--- src/design/sstfl_map.vh ---
/*
 * constants for the stepper status flag logic: field widths,
 * reset values and encodings.
 * assumes inclusion by bare name from the design files.
 */
`ifndef SSTFL_MAP_VH
`define SSTFL_MAP_VH

// ****************************************************************
// field widths
// ****************************************************************
`define SSTFL_MOTION_W      3
`define SSTFL_TEMP_W        2
`define SSTFL_SECPOS_W      11
`define SSTFL_BEMF_W        8
`define SSTFL_THR_W         4

// ****************************************************************
// encodings and reset values
// ****************************************************************
`define SSTFL_SECPOS_OFF    11'h400
`define SSTFL_TEMP_NORMAL   2'h0
`define SSTFL_TEMP_LOW      2'h1
`define SSTFL_TEMP_HIGH     2'h2
`define SSTFL_TEMP_SHUT     2'h3
`define SSTFL_MOTION_RST    3'h0
`define SSTFL_BEMF_RST      8'h00
`define SSTFL_TEMP_RST      2'h0
`define SSTFL_FLAG_RST      1'h0
`define SSTFL_VDDRST_RST    1'h1

`endif

--- src/design/sstfl_stall_cmp.v ---
/*
 * back-emf stall comparators: absolute and delta tests against the
 * previous sample. assumes inputs already synchronous to i_mclk.
 */
`timescale 1ns/1ns
`default_nettype none
`include "sstfl_map.vh"

module sstfl_stall_cmp (
    input  wire                       i_mclk,       // system clock
    input  wire                       i_rst_n,      // synchronised reset
    input  wire                       i_sample,     // new back-emf sample pulse
    input  wire [`SSTFL_BEMF_W-1:0]   i_bemf,       // measured back-emf
    input  wire [`SSTFL_THR_W-1:0]    i_abs_thr,    // absolute stall threshold
    input  wire [`SSTFL_THR_W-1:0]    i_delta_thr,  // delta stall threshold
    output reg                        o_abs_hit,    // below absolute threshold
    output reg                        o_dhi_hit,    // rose beyond delta
    output reg                        o_dlo_hit     // fell beyond delta
);

    reg  [`SSTFL_BEMF_W-1:0] prev_ff;
    reg                      prev_vld_ff;
    wire [`SSTFL_BEMF_W:0]   cur_w  = {1'h0, i_bemf};
    wire [`SSTFL_BEMF_W:0]   prev_w = {1'h0, prev_ff};
    wire [`SSTFL_BEMF_W:0]   dthr_w = {5'h00, i_delta_thr};
    wire [`SSTFL_BEMF_W:0]   athr_w = {5'h00, i_abs_thr};

    // ****************************************************************
    // compare each sample, then remember it as the previous one
    // ****************************************************************
    always @(posedge i_mclk or negedge i_rst_n) begin
        if (!i_rst_n) begin
            prev_ff     <= `SSTFL_BEMF_RST;
            prev_vld_ff <= `SSTFL_FLAG_RST;
            o_abs_hit   <= `SSTFL_FLAG_RST;
            o_dhi_hit   <= `SSTFL_FLAG_RST;
            o_dlo_hit   <= `SSTFL_FLAG_RST;
        end else begin
            o_abs_hit <= i_sample & (cur_w < athr_w);
            o_dhi_hit <= i_sample & prev_vld_ff & (cur_w > prev_w + dthr_w);
            o_dlo_hit <= i_sample & prev_vld_ff & (cur_w + dthr_w < prev_w);
            if (i_sample) begin
                prev_ff     <= i_bemf;
                prev_vld_ff <= 1'h1;
            end
        end
    end

endmodule // sstfl_stall_cmp

`default_nettype wire

--- src/design/sstfl_status_flags.v ---
/*
 * status and diagnostic flags of the stepper driver: sticky fault
 * flags, stall flags, motion and temperature codes, composite flag.
 * assumes fault and switch inputs arrive asynchronously (synchronised
 * here) and that command pulses and data come from i_mclk logic.
 * a read clears on the cycle of its i_*_read_cmd pulse, after the frame captured o_*.
 */
`timescale 1ns/1ns
`default_nettype none
`include "sstfl_map.vh"

module sstfl_status_flags (
    input  wire                        i_mclk,            // 250 MHz clock
    input  wire                        i_reset_n,         // async reset, active low
    input  wire                        i_cp_fail,         // charge pump failure (async)
    input  wire                        i_ovc_x,           // coil x overcurrent (async)
    input  wire                        i_ovc_y,           // coil y overcurrent (async)
    input  wire                        i_open_x,          // coil x open load (async)
    input  wire                        i_open_y,          // coil y open load (async)
    input  wire                        i_vbb_low,         // battery at/below stop level (async)
    input  wire                        i_tj_warn,         // junction above warning (async)
    input  wire                        i_tj_shut,         // junction above shutdown (async)
    input  wire                        i_ext_switch,      // external switch closed (async)
    input  wire [`SSTFL_TEMP_W-1:0]    i_temp_level,      // temperature level code
    input  wire [`SSTFL_MOTION_W-1:0]  i_motion,          // motion phase code
    input  wire [`SSTFL_SECPOS_W-1:0]  i_secure_pos,      // secure position value
    input  wire                        i_bemf_sample,     // back-emf sample pulse
    input  wire [`SSTFL_BEMF_W-1:0]    i_bemf,            // measured back-emf
    input  wire [`SSTFL_THR_W-1:0]     i_absolute_stall_threshold, // absolute threshold
    input  wire [`SSTFL_THR_W-1:0]     i_delta_stall_threshold,    // delta threshold
    input  wire                        i_stall_detect,    // stall seen by controller
    input  wire                        i_sleep_entry,     // circuit going to sleep pulse
    input  wire                        i_lin_cmd,         // any lin command received pulse
    input  wire                        i_short_status_read_cmd, // short read answered pulse
    input  wire                        i_full_status_read_cmd,  // full read answered pulse
    input  wire                        i_position_read_cmd,     // position read answered pulse
    output reg                         o_charge_pump_fault,     // sticky pump fault
    output reg                         o_electrical_defect,     // sticky defect
    output reg                         o_composite_electrical_flag, // composite flag
    output reg  [`SSTFL_MOTION_W-1:0]  o_motion,          // motion phase
    output reg                         o_coil_x_overcurrent,    // sticky coil x
    output reg                         o_coil_y_overcurrent,    // sticky coil y
    output reg                         o_secure_target_enabled, // secure position on
    output reg                         o_sleep_pending,   // going to sleep
    output reg                         o_lost_step_flag,  // sticky step loss
    output reg                         o_delta_high_stall_flag, // sticky delta high
    output reg                         o_delta_low_stall_flag,  // sticky delta low
    output reg                         o_absolute_stall_flag,   // sticky absolute
    output reg  [`SSTFL_TEMP_W-1:0]    o_temp_level,      // temperature level
    output reg                         o_thermal_shutdown_flag, // sticky shutdown
    output reg                         o_thermal_warning_flag,  // sticky warning
    output reg                         o_battery_stop_flag,     // sticky undervoltage
    output reg                         o_supply_reset_flag,     // power-up flag
    output reg                         o_ext_switch_flag, // switch closed
    output reg                         o_leave_standby    // pulse: go to stopped
);

    // ****************************************************************
    // reset release and input synchronisers
    // ****************************************************************
    reg [1:0] rst_sync_ff;
    wire      rst_n = rst_sync_ff[1];
    reg [8:0] meta_ff;
    reg [8:0] sync_ff;

    // two-stage release of the async reset
    always @(posedge i_mclk or negedge i_reset_n) begin
        if (!i_reset_n) begin
            rst_sync_ff <= 2'h0;
        end else begin
            rst_sync_ff <= {rst_sync_ff[0], 1'h1};
        end
    end

    // two flops on every pin-level fault input
    always @(posedge i_mclk or negedge rst_n) begin
        if (!rst_n) begin
            meta_ff <= 9'h000;
            sync_ff <= 9'h000;
        end else begin
            meta_ff <= {i_ext_switch, i_tj_shut, i_tj_warn, i_vbb_low, i_open_y,
                        i_open_x, i_ovc_y, i_ovc_x, i_cp_fail};
            sync_ff <= meta_ff;
        end
    end

    wire s_cp    = sync_ff[0];
    wire s_ovcx  = sync_ff[1];
    wire s_ovcy  = sync_ff[2];
    wire s_openx = sync_ff[3];
    wire s_openy = sync_ff[4];
    wire s_vbb   = sync_ff[5];
    wire s_warn  = sync_ff[6];
    wire s_shut  = sync_ff[7];
    wire s_esw   = sync_ff[8];

    // ****************************************************************
    // stall comparators
    // ****************************************************************
    wire abs_hit;
    wire dhi_hit;
    wire dlo_hit;

    sstfl_stall_cmp u_stall_cmp (
        .i_mclk      (i_mclk),
        .i_rst_n     (rst_n),
        .i_sample    (i_bemf_sample),
        .i_bemf      (i_bemf),
        .i_abs_thr   (i_absolute_stall_threshold),
        .i_delta_thr (i_delta_stall_threshold),
        .o_abs_hit   (abs_hit),
        .o_dhi_hit   (dhi_hit),
        .o_dlo_hit   (dlo_hit)
    );

    // ****************************************************************
    // sticky flag helper: set wins over clear
    // ****************************************************************
    function sticky;
        input cur;
        input set;
        input clr;
        begin
            sticky = set | (cur & ~clr);
        end
    endfunction

    wire any_read  = i_short_status_read_cmd | i_full_status_read_cmd;
    wire full_read = i_full_status_read_cmd;
    wire temp_ok   = (o_temp_level == `SSTFL_TEMP_NORMAL);
    wire defect_in = s_ovcx | s_ovcy | s_openx | s_openy | s_cp;

    // ****************************************************************
    // next values
    // ****************************************************************
    wire nxt_cp    = sticky(o_charge_pump_fault, s_cp, full_read);
    wire nxt_ovcx  = sticky(o_coil_x_overcurrent, s_ovcx, full_read);
    wire nxt_ovcy  = sticky(o_coil_y_overcurrent, s_ovcy, full_read);
    wire nxt_def   = sticky(o_electrical_defect, defect_in, any_read);
    wire nxt_uv    = sticky(o_battery_stop_flag, s_vbb, any_read);
    wire nxt_vdd   = o_supply_reset_flag & ~i_short_status_read_cmd;
    wire nxt_tsd   = sticky(o_thermal_shutdown_flag, s_shut, any_read & temp_ok);
    wire nxt_tw    = sticky(o_thermal_warning_flag, s_warn, any_read & temp_ok);
    wire nxt_comp  = nxt_cp | nxt_uv | nxt_def | nxt_vdd;
    wire nxt_stall = abs_hit | dhi_hit | dlo_hit | i_stall_detect;

    // ****************************************************************
    // flag registers
    // ****************************************************************
    // pump fault, sticky until a full read
    always @(posedge i_mclk or negedge rst_n) begin
        if (!rst_n) begin
            o_charge_pump_fault <= `SSTFL_FLAG_RST;
        end else begin
            o_charge_pump_fault <= nxt_cp;
        end
    end

    // coil overcurrent pair, sticky until a full read
    always @(posedge i_mclk or negedge rst_n) begin
        if (!rst_n) begin
            o_coil_x_overcurrent <= `SSTFL_FLAG_RST;
            o_coil_y_overcurrent <= `SSTFL_FLAG_RST;
        end else begin
            o_coil_x_overcurrent <= nxt_ovcx;
            o_coil_y_overcurrent <= nxt_ovcy;
        end
    end

    // electrical defect, cleared by either read
    always @(posedge i_mclk or negedge rst_n) begin
        if (!rst_n) begin
            o_electrical_defect <= `SSTFL_FLAG_RST;
        end else begin
            o_electrical_defect <= nxt_def;
        end
    end

    // battery stop, cleared by either read
    always @(posedge i_mclk or negedge rst_n) begin
        if (!rst_n) begin
            o_battery_stop_flag <= `SSTFL_FLAG_RST;
        end else begin
            o_battery_stop_flag <= nxt_uv;
        end
    end

    // supply reset flag: reset itself sets it, a short read clears it
    always @(posedge i_mclk or negedge rst_n) begin
        if (!rst_n) begin
            o_supply_reset_flag <= `SSTFL_VDDRST_RST;
        end else begin
            o_supply_reset_flag <= nxt_vdd;
        end
    end

    // thermal pair, cleared only while the level reads normal
    // a hot part keeps its flags through any number of reads
    always @(posedge i_mclk or negedge rst_n) begin
        if (!rst_n) begin
            o_thermal_shutdown_flag <= `SSTFL_FLAG_RST;
            o_thermal_warning_flag  <= `SSTFL_FLAG_RST;
        end else begin
            o_thermal_shutdown_flag <= nxt_tsd;
            o_thermal_warning_flag  <= nxt_tw;
        end
    end

    // composite flag built from next values
    // so from the first edge out of reset it never lags the flags it summarises by a cycle
    always @(posedge i_mclk or negedge rst_n) begin
        if (!rst_n) begin
            o_composite_electrical_flag <= `SSTFL_FLAG_RST;
        end else begin
            o_composite_electrical_flag <= nxt_comp;
        end
    end

    // lost step from any stall or an open coil
    always @(posedge i_mclk or negedge rst_n) begin
        if (!rst_n) begin
            o_lost_step_flag <= `SSTFL_FLAG_RST;
        end else begin
            o_lost_step_flag <= sticky(o_lost_step_flag, nxt_stall | s_openx | s_openy, any_read);
        end
    end

    // back-emf stall flags, sticky until a full read
    always @(posedge i_mclk or negedge rst_n) begin
        if (!rst_n) begin
            o_absolute_stall_flag   <= `SSTFL_FLAG_RST;
            o_delta_high_stall_flag <= `SSTFL_FLAG_RST;
            o_delta_low_stall_flag  <= `SSTFL_FLAG_RST;
        end else begin
            o_absolute_stall_flag   <= sticky(o_absolute_stall_flag, abs_hit, full_read);
            o_delta_high_stall_flag <= sticky(o_delta_high_stall_flag, dhi_hit, full_read);
            o_delta_low_stall_flag  <= sticky(o_delta_low_stall_flag, dlo_hit, full_read);
        end
    end

    // sleep pending: entry sets, any command clears, entry wins
    always @(posedge i_mclk or negedge rst_n) begin
        if (!rst_n) begin
            o_sleep_pending <= `SSTFL_FLAG_RST;
        end else begin
            o_sleep_pending <= i_sleep_entry | (o_sleep_pending & ~i_lin_cmd);
        end
    end

    // motion and temperature codes, one cycle late
    always @(posedge i_mclk or negedge rst_n) begin
        if (!rst_n) begin
            o_motion     <= `SSTFL_MOTION_RST;
            o_temp_level <= `SSTFL_TEMP_RST;
        end else begin
            o_motion     <= i_motion;
            o_temp_level <= i_temp_level;
        end
    end

    // secure target enable and switch status
    always @(posedge i_mclk or negedge rst_n) begin
        if (!rst_n) begin
            o_secure_target_enabled <= `SSTFL_FLAG_RST;
            o_ext_switch_flag       <= `SSTFL_FLAG_RST;
        end else begin
            o_secure_target_enabled <= (i_secure_pos != `SSTFL_SECPOS_OFF);
            o_ext_switch_flag       <= s_esw;
        end
    end

    // leave pulse when a read leaves the composite and shutdown flags clear
    // uses next values so a fault arriving with the read still blocks it
    always @(posedge i_mclk or negedge rst_n) begin
        if (!rst_n) begin
            o_leave_standby <= `SSTFL_FLAG_RST;
        end else begin
            o_leave_standby <= any_read & ~nxt_comp & ~nxt_tsd;
        end
    end

endmodule // sstfl_status_flags

`default_nettype wire

--- config.mk ---
export PLATFORM = sky130hd
export DESIGN_NAME = sstfl_status_flags
export DESIGN_NICKNAME = d
export VERILOG_FILES = /design/src/design/sstfl_stall_cmp.v /design/src/design/sstfl_status_flags.v
export VERILOG_INCLUDE_DIRS = /design/src /design/src/design
export SDC_FILE = /design/constraint.sdc
export NUM_CORES = 1
export LEC_CHECK = 0
export ABC_AREA = 1
export BUFFER_PORTS_ARGS = -buffer_cell sky130_fd_sc_hd__buf_2
export CORE_MARGIN = 2
export CORE_UTILIZATION = 50
export DETAILED_ROUTE_END_ITERATION = 6
export PLACE_DENSITY = 0.86
export SETUP_SLACK_MARGIN = 0.1
export SKIP_LAST_GASP = 1
export SYNTH_ARGS = -nofsm -noshare
export SYNTH_HDL_FRONTEND = slang
export SYNTH_HIERARCHICAL = 1
export SYNTH_SLANG_ARGS = --single-unit
--- constraint.sdc ---
create_clock -name i_mclk -period 3.1 [get_ports i_mclk]
set_input_delay 0.465 -clock i_mclk [delete_from_list [all_inputs] [get_ports i_mclk]]
set_output_delay 0.465 -clock i_mclk [all_outputs]
set_load 0.02 [all_outputs]
; ---- After elaboration in Yosys (flattened, before gate mapping)
; Index checks and enable logic that the tools add are counted.
[classes]
n_eq_ne = 1
addsub = 2
reduce_logical = 1
order_cmp = 3
bitwise = 52
[ops]
columns = operator, n
row1 = $or A1 B1 Y1, 25
row2 = $and A1 B1 Y1, 20
row3 = $add A8 B4 Y9, 2
row4 = $ne A11 B11 Y1 const B, 1
row5 = $gt A8 B9 Y1, 1
row6 = $lt A9 B8 Y1, 1
row7 = $lt A8 B4 Y1, 1
row8 = $not A1 Y1, 7
row9 = $logic_not A2 Y1, 1
[word_totals]
reg_bits = 54
input_bits = 50
output_inout_bits = 22
elab_cells = 86

; ---- Logic depth before layout (Yosys ltp)
[logic_depth]
word_depth = 10
depth_mapped = 16
mapped_depth_nobuf = 16

; ---- By module
; The synthesis kept the hierarchy.
[by_module_without_submodules]
columns = mod, area_per_inst_um2, instances, cells_each
row1 = sstfl_stall_cmp, 1331.3, 1, 173
row2 = sstfl_status_flags, 1306.3, 1, 94

; ---- Worst setup path before layout
; Ideal clock, no wire load.
[synth_path]
path_type = input to register
startpoint = input port i_bemf[0]
endpoint = register u_stall_cmp.o_dlo_hit
path_stages = 14
setup_ns = 0.069
t_arrival_ns = 2.246
required_time_ns = 3.031
setup_slack_ns = 0.785
cell_sequence = ha_1 inv_1 fa_1 inv_1 nand3_1 a21oi_1 xnor2_1 inv_1 ha_1 a21oi_1 o211ai_1 nor2_1 nand2_1 nor2_2
[synth_via]
elab_chain_cells = 3
[synth_rtl]
columns = item, line
row1 = from (decl), sstfl_status_flags.v:28  ; input wire [`SSTFL_BEMF_W-1:0] i_bemf,
row2 = $add A8 B4 Y9, sstfl_stall_cmp.v:41  ; o_dlo_hit <= i_sample & prev_vld_ff & (cur_w + dthr_w < prev_w);
row3 = $lt A9 B8 Y1, sstfl_stall_cmp.v:41
row4 = $and A1 B1 Y1, sstfl_stall_cmp.v:41
row5 = to (signal assigned), sstfl_stall_cmp.v:37  ; o_dlo_hit <= `SSTFL_FLAG_RST;
row6 = to (signal assigned), sstfl_stall_cmp.v:41
row7 = to (decl), sstfl_stall_cmp.v:18  ; output reg o_dlo_hit
; Every way passes these cells.
; A chain may end at the register's enable or synchronous reset.

; ---- Final worst setup path
[layout_path]
startpoint = register u_stall_cmp.prev_ff[0]
endpoint = register u_stall_cmp.o_dhi_hit
[layout_via]
elab_chain_cells = 3
[layout_rtl]
columns = item, line
row1 = from (decl), sstfl_stall_cmp.v:21  ; reg [`SSTFL_BEMF_W-1:0] prev_ff;
row2 = from (signal assigned), sstfl_stall_cmp.v:33  ; prev_ff <= `SSTFL_BEMF_RST;
row3 = from (signal assigned), sstfl_stall_cmp.v:43  ; prev_ff <= i_bemf;
row4 = $add A8 B4 Y9, sstfl_stall_cmp.v:40  ; o_dhi_hit <= i_sample & prev_vld_ff & (cur_w > prev_w + dthr_w);
row5 = $gt A8 B9 Y1, sstfl_stall_cmp.v:40
row6 = $and A1 B1 Y1, sstfl_stall_cmp.v:40
row7 = to (signal assigned), sstfl_stall_cmp.v:36  ; o_dhi_hit <= `SSTFL_FLAG_RST;
row8 = to (signal assigned), sstfl_stall_cmp.v:40
row9 = to (decl), sstfl_stall_cmp.v:17  ; output reg o_dhi_hit,
; Every way passes these cells.

==> results.py <==
metrics = {
    "status": {
        "status": "finished, final reports clean",
    },
    "detailed_routing": {
        "dr.pass1.iters": 4,
        "final_antenna_net_count": 0,
        "wl_um": 5130,
        "wire_per_inst_um": 12.4,
        "remaining_drc_errors": 0,
        "vias": 2009,
        "viasPerCell": 4.85,
        "drtIter0Drc": 91,
    },
    "power_and_ir_drop": {
        "clkPwrFrac_pct": 29.8,
        "p_leak_nw": 1.71,
        "ir_drop_v": 0.000290,
        "p_int_mw": 1.12,
        "p_sw_mw": 0.443,
        "swShare_pct": 28.2,
        "finalPower_mw": 1.57,
        "p_comb_share_pct": 20.5,
        "p_per_area_mw_per_mm2": 491,
        "seqPwrFrac_pct": 49.7,
    },
    "worst_setup_path": {
        "required_ns": 3.34,
        "rr_worst_depth": 12,
        "crit_buf_inv": 2,
        "crit_arrival_ns": 2.76,
        "cp_cell_sequence": "ha_1 -> inv_1 -> fa_1 -> o21ai_1 -> nand3_1 -> xor2_1 -> ha_1 -> nand2_1 -> inv_1 -> a41oi_1 -> o21ai_0 -> a21oi_1",
        "cp_slowest_cell": "fa_1",
        "regToRegSetupSlack_ns": 0.57,
        "path_class": "reg -> reg",
        "cp-end-kind": "register",
        "reg2reg_from": "u_stall_cmp/prev_ff[0]",
        "slowest_delay_ns": 0.39,
        "cp_max_fo": 2,
        "critPathTopFamily": "adder cells",
        "r2r_end": "u_stall_cmp/o_dhi_hit",
        "cp-startpoint": "u_stall_cmp/prev_ff[0]",
        "start_kind": "register",
        "cp.depth": 12,
    },
    "logic_synthesis": {
        "synth_area_per_cell_um2": 9.88,
        "ys.flop_type": "dfrtp_1",
        "synth_top_cells_by_count": "dfrtp_1, nand2_1, inv_1",
        "syn_area_mm2": 0.00264,
        "synth_edf_count": 0,
        "synthArstFlopShare_pct": 100,
        "yosysWarnings": 6,
        "syn_nets": 345,
        "yosysSeqAreaShare_pct": 51.3,
        "synth_compound_area_share_pct": 9.39,
        "synthAdderAreaFrac_pct": 13.9,
        "synth-simple-area-share_pct": 15.0,
        "synth_xor_area_share_pct": 3.98,
        "synth_seq_cells": 54,
        "synth_cells": 267,
        "post-synth-top-count-cell": "dfrtp_1",
        "synth_top_area_cell": "dfrtp_1",
        "yosys.area.top_type_share_pct": 50.3,
        "synth.mux.area_fraction_pct": 0,
        "ys_types": 32,
        "synth.area.top_cells": "dfrtp_1, ha_1, nand2_1",
        "synth_top_family_by_area": "simple AND/OR/NAND/NOR gates",
    },
    "place": {
        "port_buffers": 70,
        "hpwlAfterDp_um": 4060,
        "placed_area_mm2": 0.00307,
        "place_ws_ns": 0.446,
        "dp_cells": 405,
        "gp_congestion": 0.845,
    },
    "die": {
        "die-area_mm2": 0.00587,
        "dieHeight_um": 76.6,
        "start_util_pct": 51.6,
        "pin_count": 72,
        "row_count": 26,
        "core_area_mm2": 0.00511,
        "fp.dieW_um": 76.6,
    },
    "sta": {
        "timing.hold.ws_ns": 0.262,
        "finalHoldViolations": 0,
        "setup_viol": 0,
        "period_share_pct": 81.5,
        "relSlewSlack_pct": 28.0,
        "drv_slew": 0,
        "tns_ns": 0,
        "fmax_mhz": 396,
        "rsz0062_at_grt": "no",
        "clock_skew_ns": 0.00818,
        "period_minus_slack_ns": 2.53,
        "tightest_slew_ns": 1.08,
        "worst_slack_ns": 0.573,
    },
    "hold_path": {
        "hold_start": "i_temp_level[0]",
        "hold_depth": 1,
        "holdCritPathClass": "in -> reg",
        "worstHoldEndpoint": "o_temp_level[0]",
    },
    "cts": {
        "cts_hold_buf": 1,
        "cts_tree": "yes",
        "cts_post_setup_buffers_inserted": 0,
        "htreeDepth": 2,
        "cts-root-buf": "clkbuf_8",
        "clk_latency_ns": 0.30,
        "clockBufferDepth": 2,
        "cts_sinks": 54,
        "cts_buffers": 5,
        "path_clk_slew_ns": 0.10,
        "cts_resized": 0,
    },
    "grt": {
        "antenna_found_initial": 0,
        "grtUsageTotal_pct": 18.2,
        "grt_pass1_wl_um": 8540,
        "grt-ovfl-total": 0,
        "grt_start_max_net_pins": 53,
        "grt_pass1_vias": 1961,
    },
    "finish": {
        "register_area_mm2": 0.00135,
        "fin_nets": 421,
        "stdcell_area_mm2": 0.00319,
        "final_cells": 414,
        "diodes": 0,
        "finish.utilization_pct": 62.5,
        "area_growth_pct": 21.0,
        "fill_cells": 399,
        "drive_gt1_share_pct": 28.2,
        "multiInputGateArea_mm2": 0.00112,
    },
    "job": {
        "cap_violations": 0,
    },
}
==> worst max-delay path by stage <==
stage / slack (ns) / end
final: 0.57 / u_stall_cmp/o_dhi_hit
after global routing: 0.46 / u_stall_cmp/o_dhi_hit
after CTS: 0.63 / u_stall_cmp/o_dhi_hit
after detailed placement: 0.45 / u_stall_cmp/o_dhi_hit
after global placement: 0.47 / u_stall_cmp/o_dlo_hit
after floorplan: 0.78 / u_stall_cmp/o_dlo_hit
==> area by class of cell <==
cell class                      instances  area share (%)
Sequential cell                        54            42.4
Multi-Input combinational cell        169            35.1
Timing Repair Buffer                   71            11.3
Inverter                               42            4.94
Tap cell                               70            2.75
Clock buffer                            5            2.16
Clock inverter                          3            1.37
==> metal layers <==
| layer | routed length, um | up-vias | track usage [%] |
|---|---|---|---|
| met4 | 61 | 0 | 4.73 |
| met5 | 0 | - | 0 |
| met2 | 2610 | 54 | 31.6 |
| li1 | - | 1012 | - |
| met3 | 245 | 8 | 5.09 |
| met1 | 2210 | 935 | 22.4 |
==> logic make-up (layout without fill, tap and decap cells) <==
kind of cell               Yosys count  in the layout
adders and majority gates           28             28
other                                1              1
and+or+nand+nor                     87             87
AOI/OAI and AO/OA                   41             41
xor gates and xnor gates            12             12
buffers and inverters               44            121
DFF                                 54             54
==> layout by cell type (no fill, tap or decap), drive strengths merged, types with 3 or more instances in the layout <==
cell type	synthesis	layout
buf	1	70
dfrtp	53	53
nand2	48	48
inv	42	43
ha	26	26
nor2	20	20
a21oi	16	16
o21ai	12	12
xor2	9	9
nand3	8	8
clkbuf	1	5
nor3	4	4
nand4	4	4
a21o	4	4
o21bai	3	3
xnor2	3	3
==> power groups by stage <==
stage / clock (mW) / sequential (mW) / combinational [mW]
2_1_floorplan: 0 / 0.809 / 0.194
3_3_place_gp: 0 / 0.792 / 0.302
3_5_place_dp: 0 / 0.795 / 0.317
4_1_cts: 0.481 / 0.780 / 0.321
5_1_grt: 0.505 / 0.787 / 0.363
6_report: 0.467 / 0.779 / 0.321
==> state kept, by name, indices dropped and copies added (netlist names), 2 cells and up <==
| register | count |
|---|---|
| meta_ff | 9 |
| sync_ff | 9 |
| u_stall_cmp/prev_ff | 8 |
| o_motion | 3 |
| o_temp_level | 2 |
| rst_sync_ff | 2 |
No activity file was read; power rests on OpenSTA's default activity.
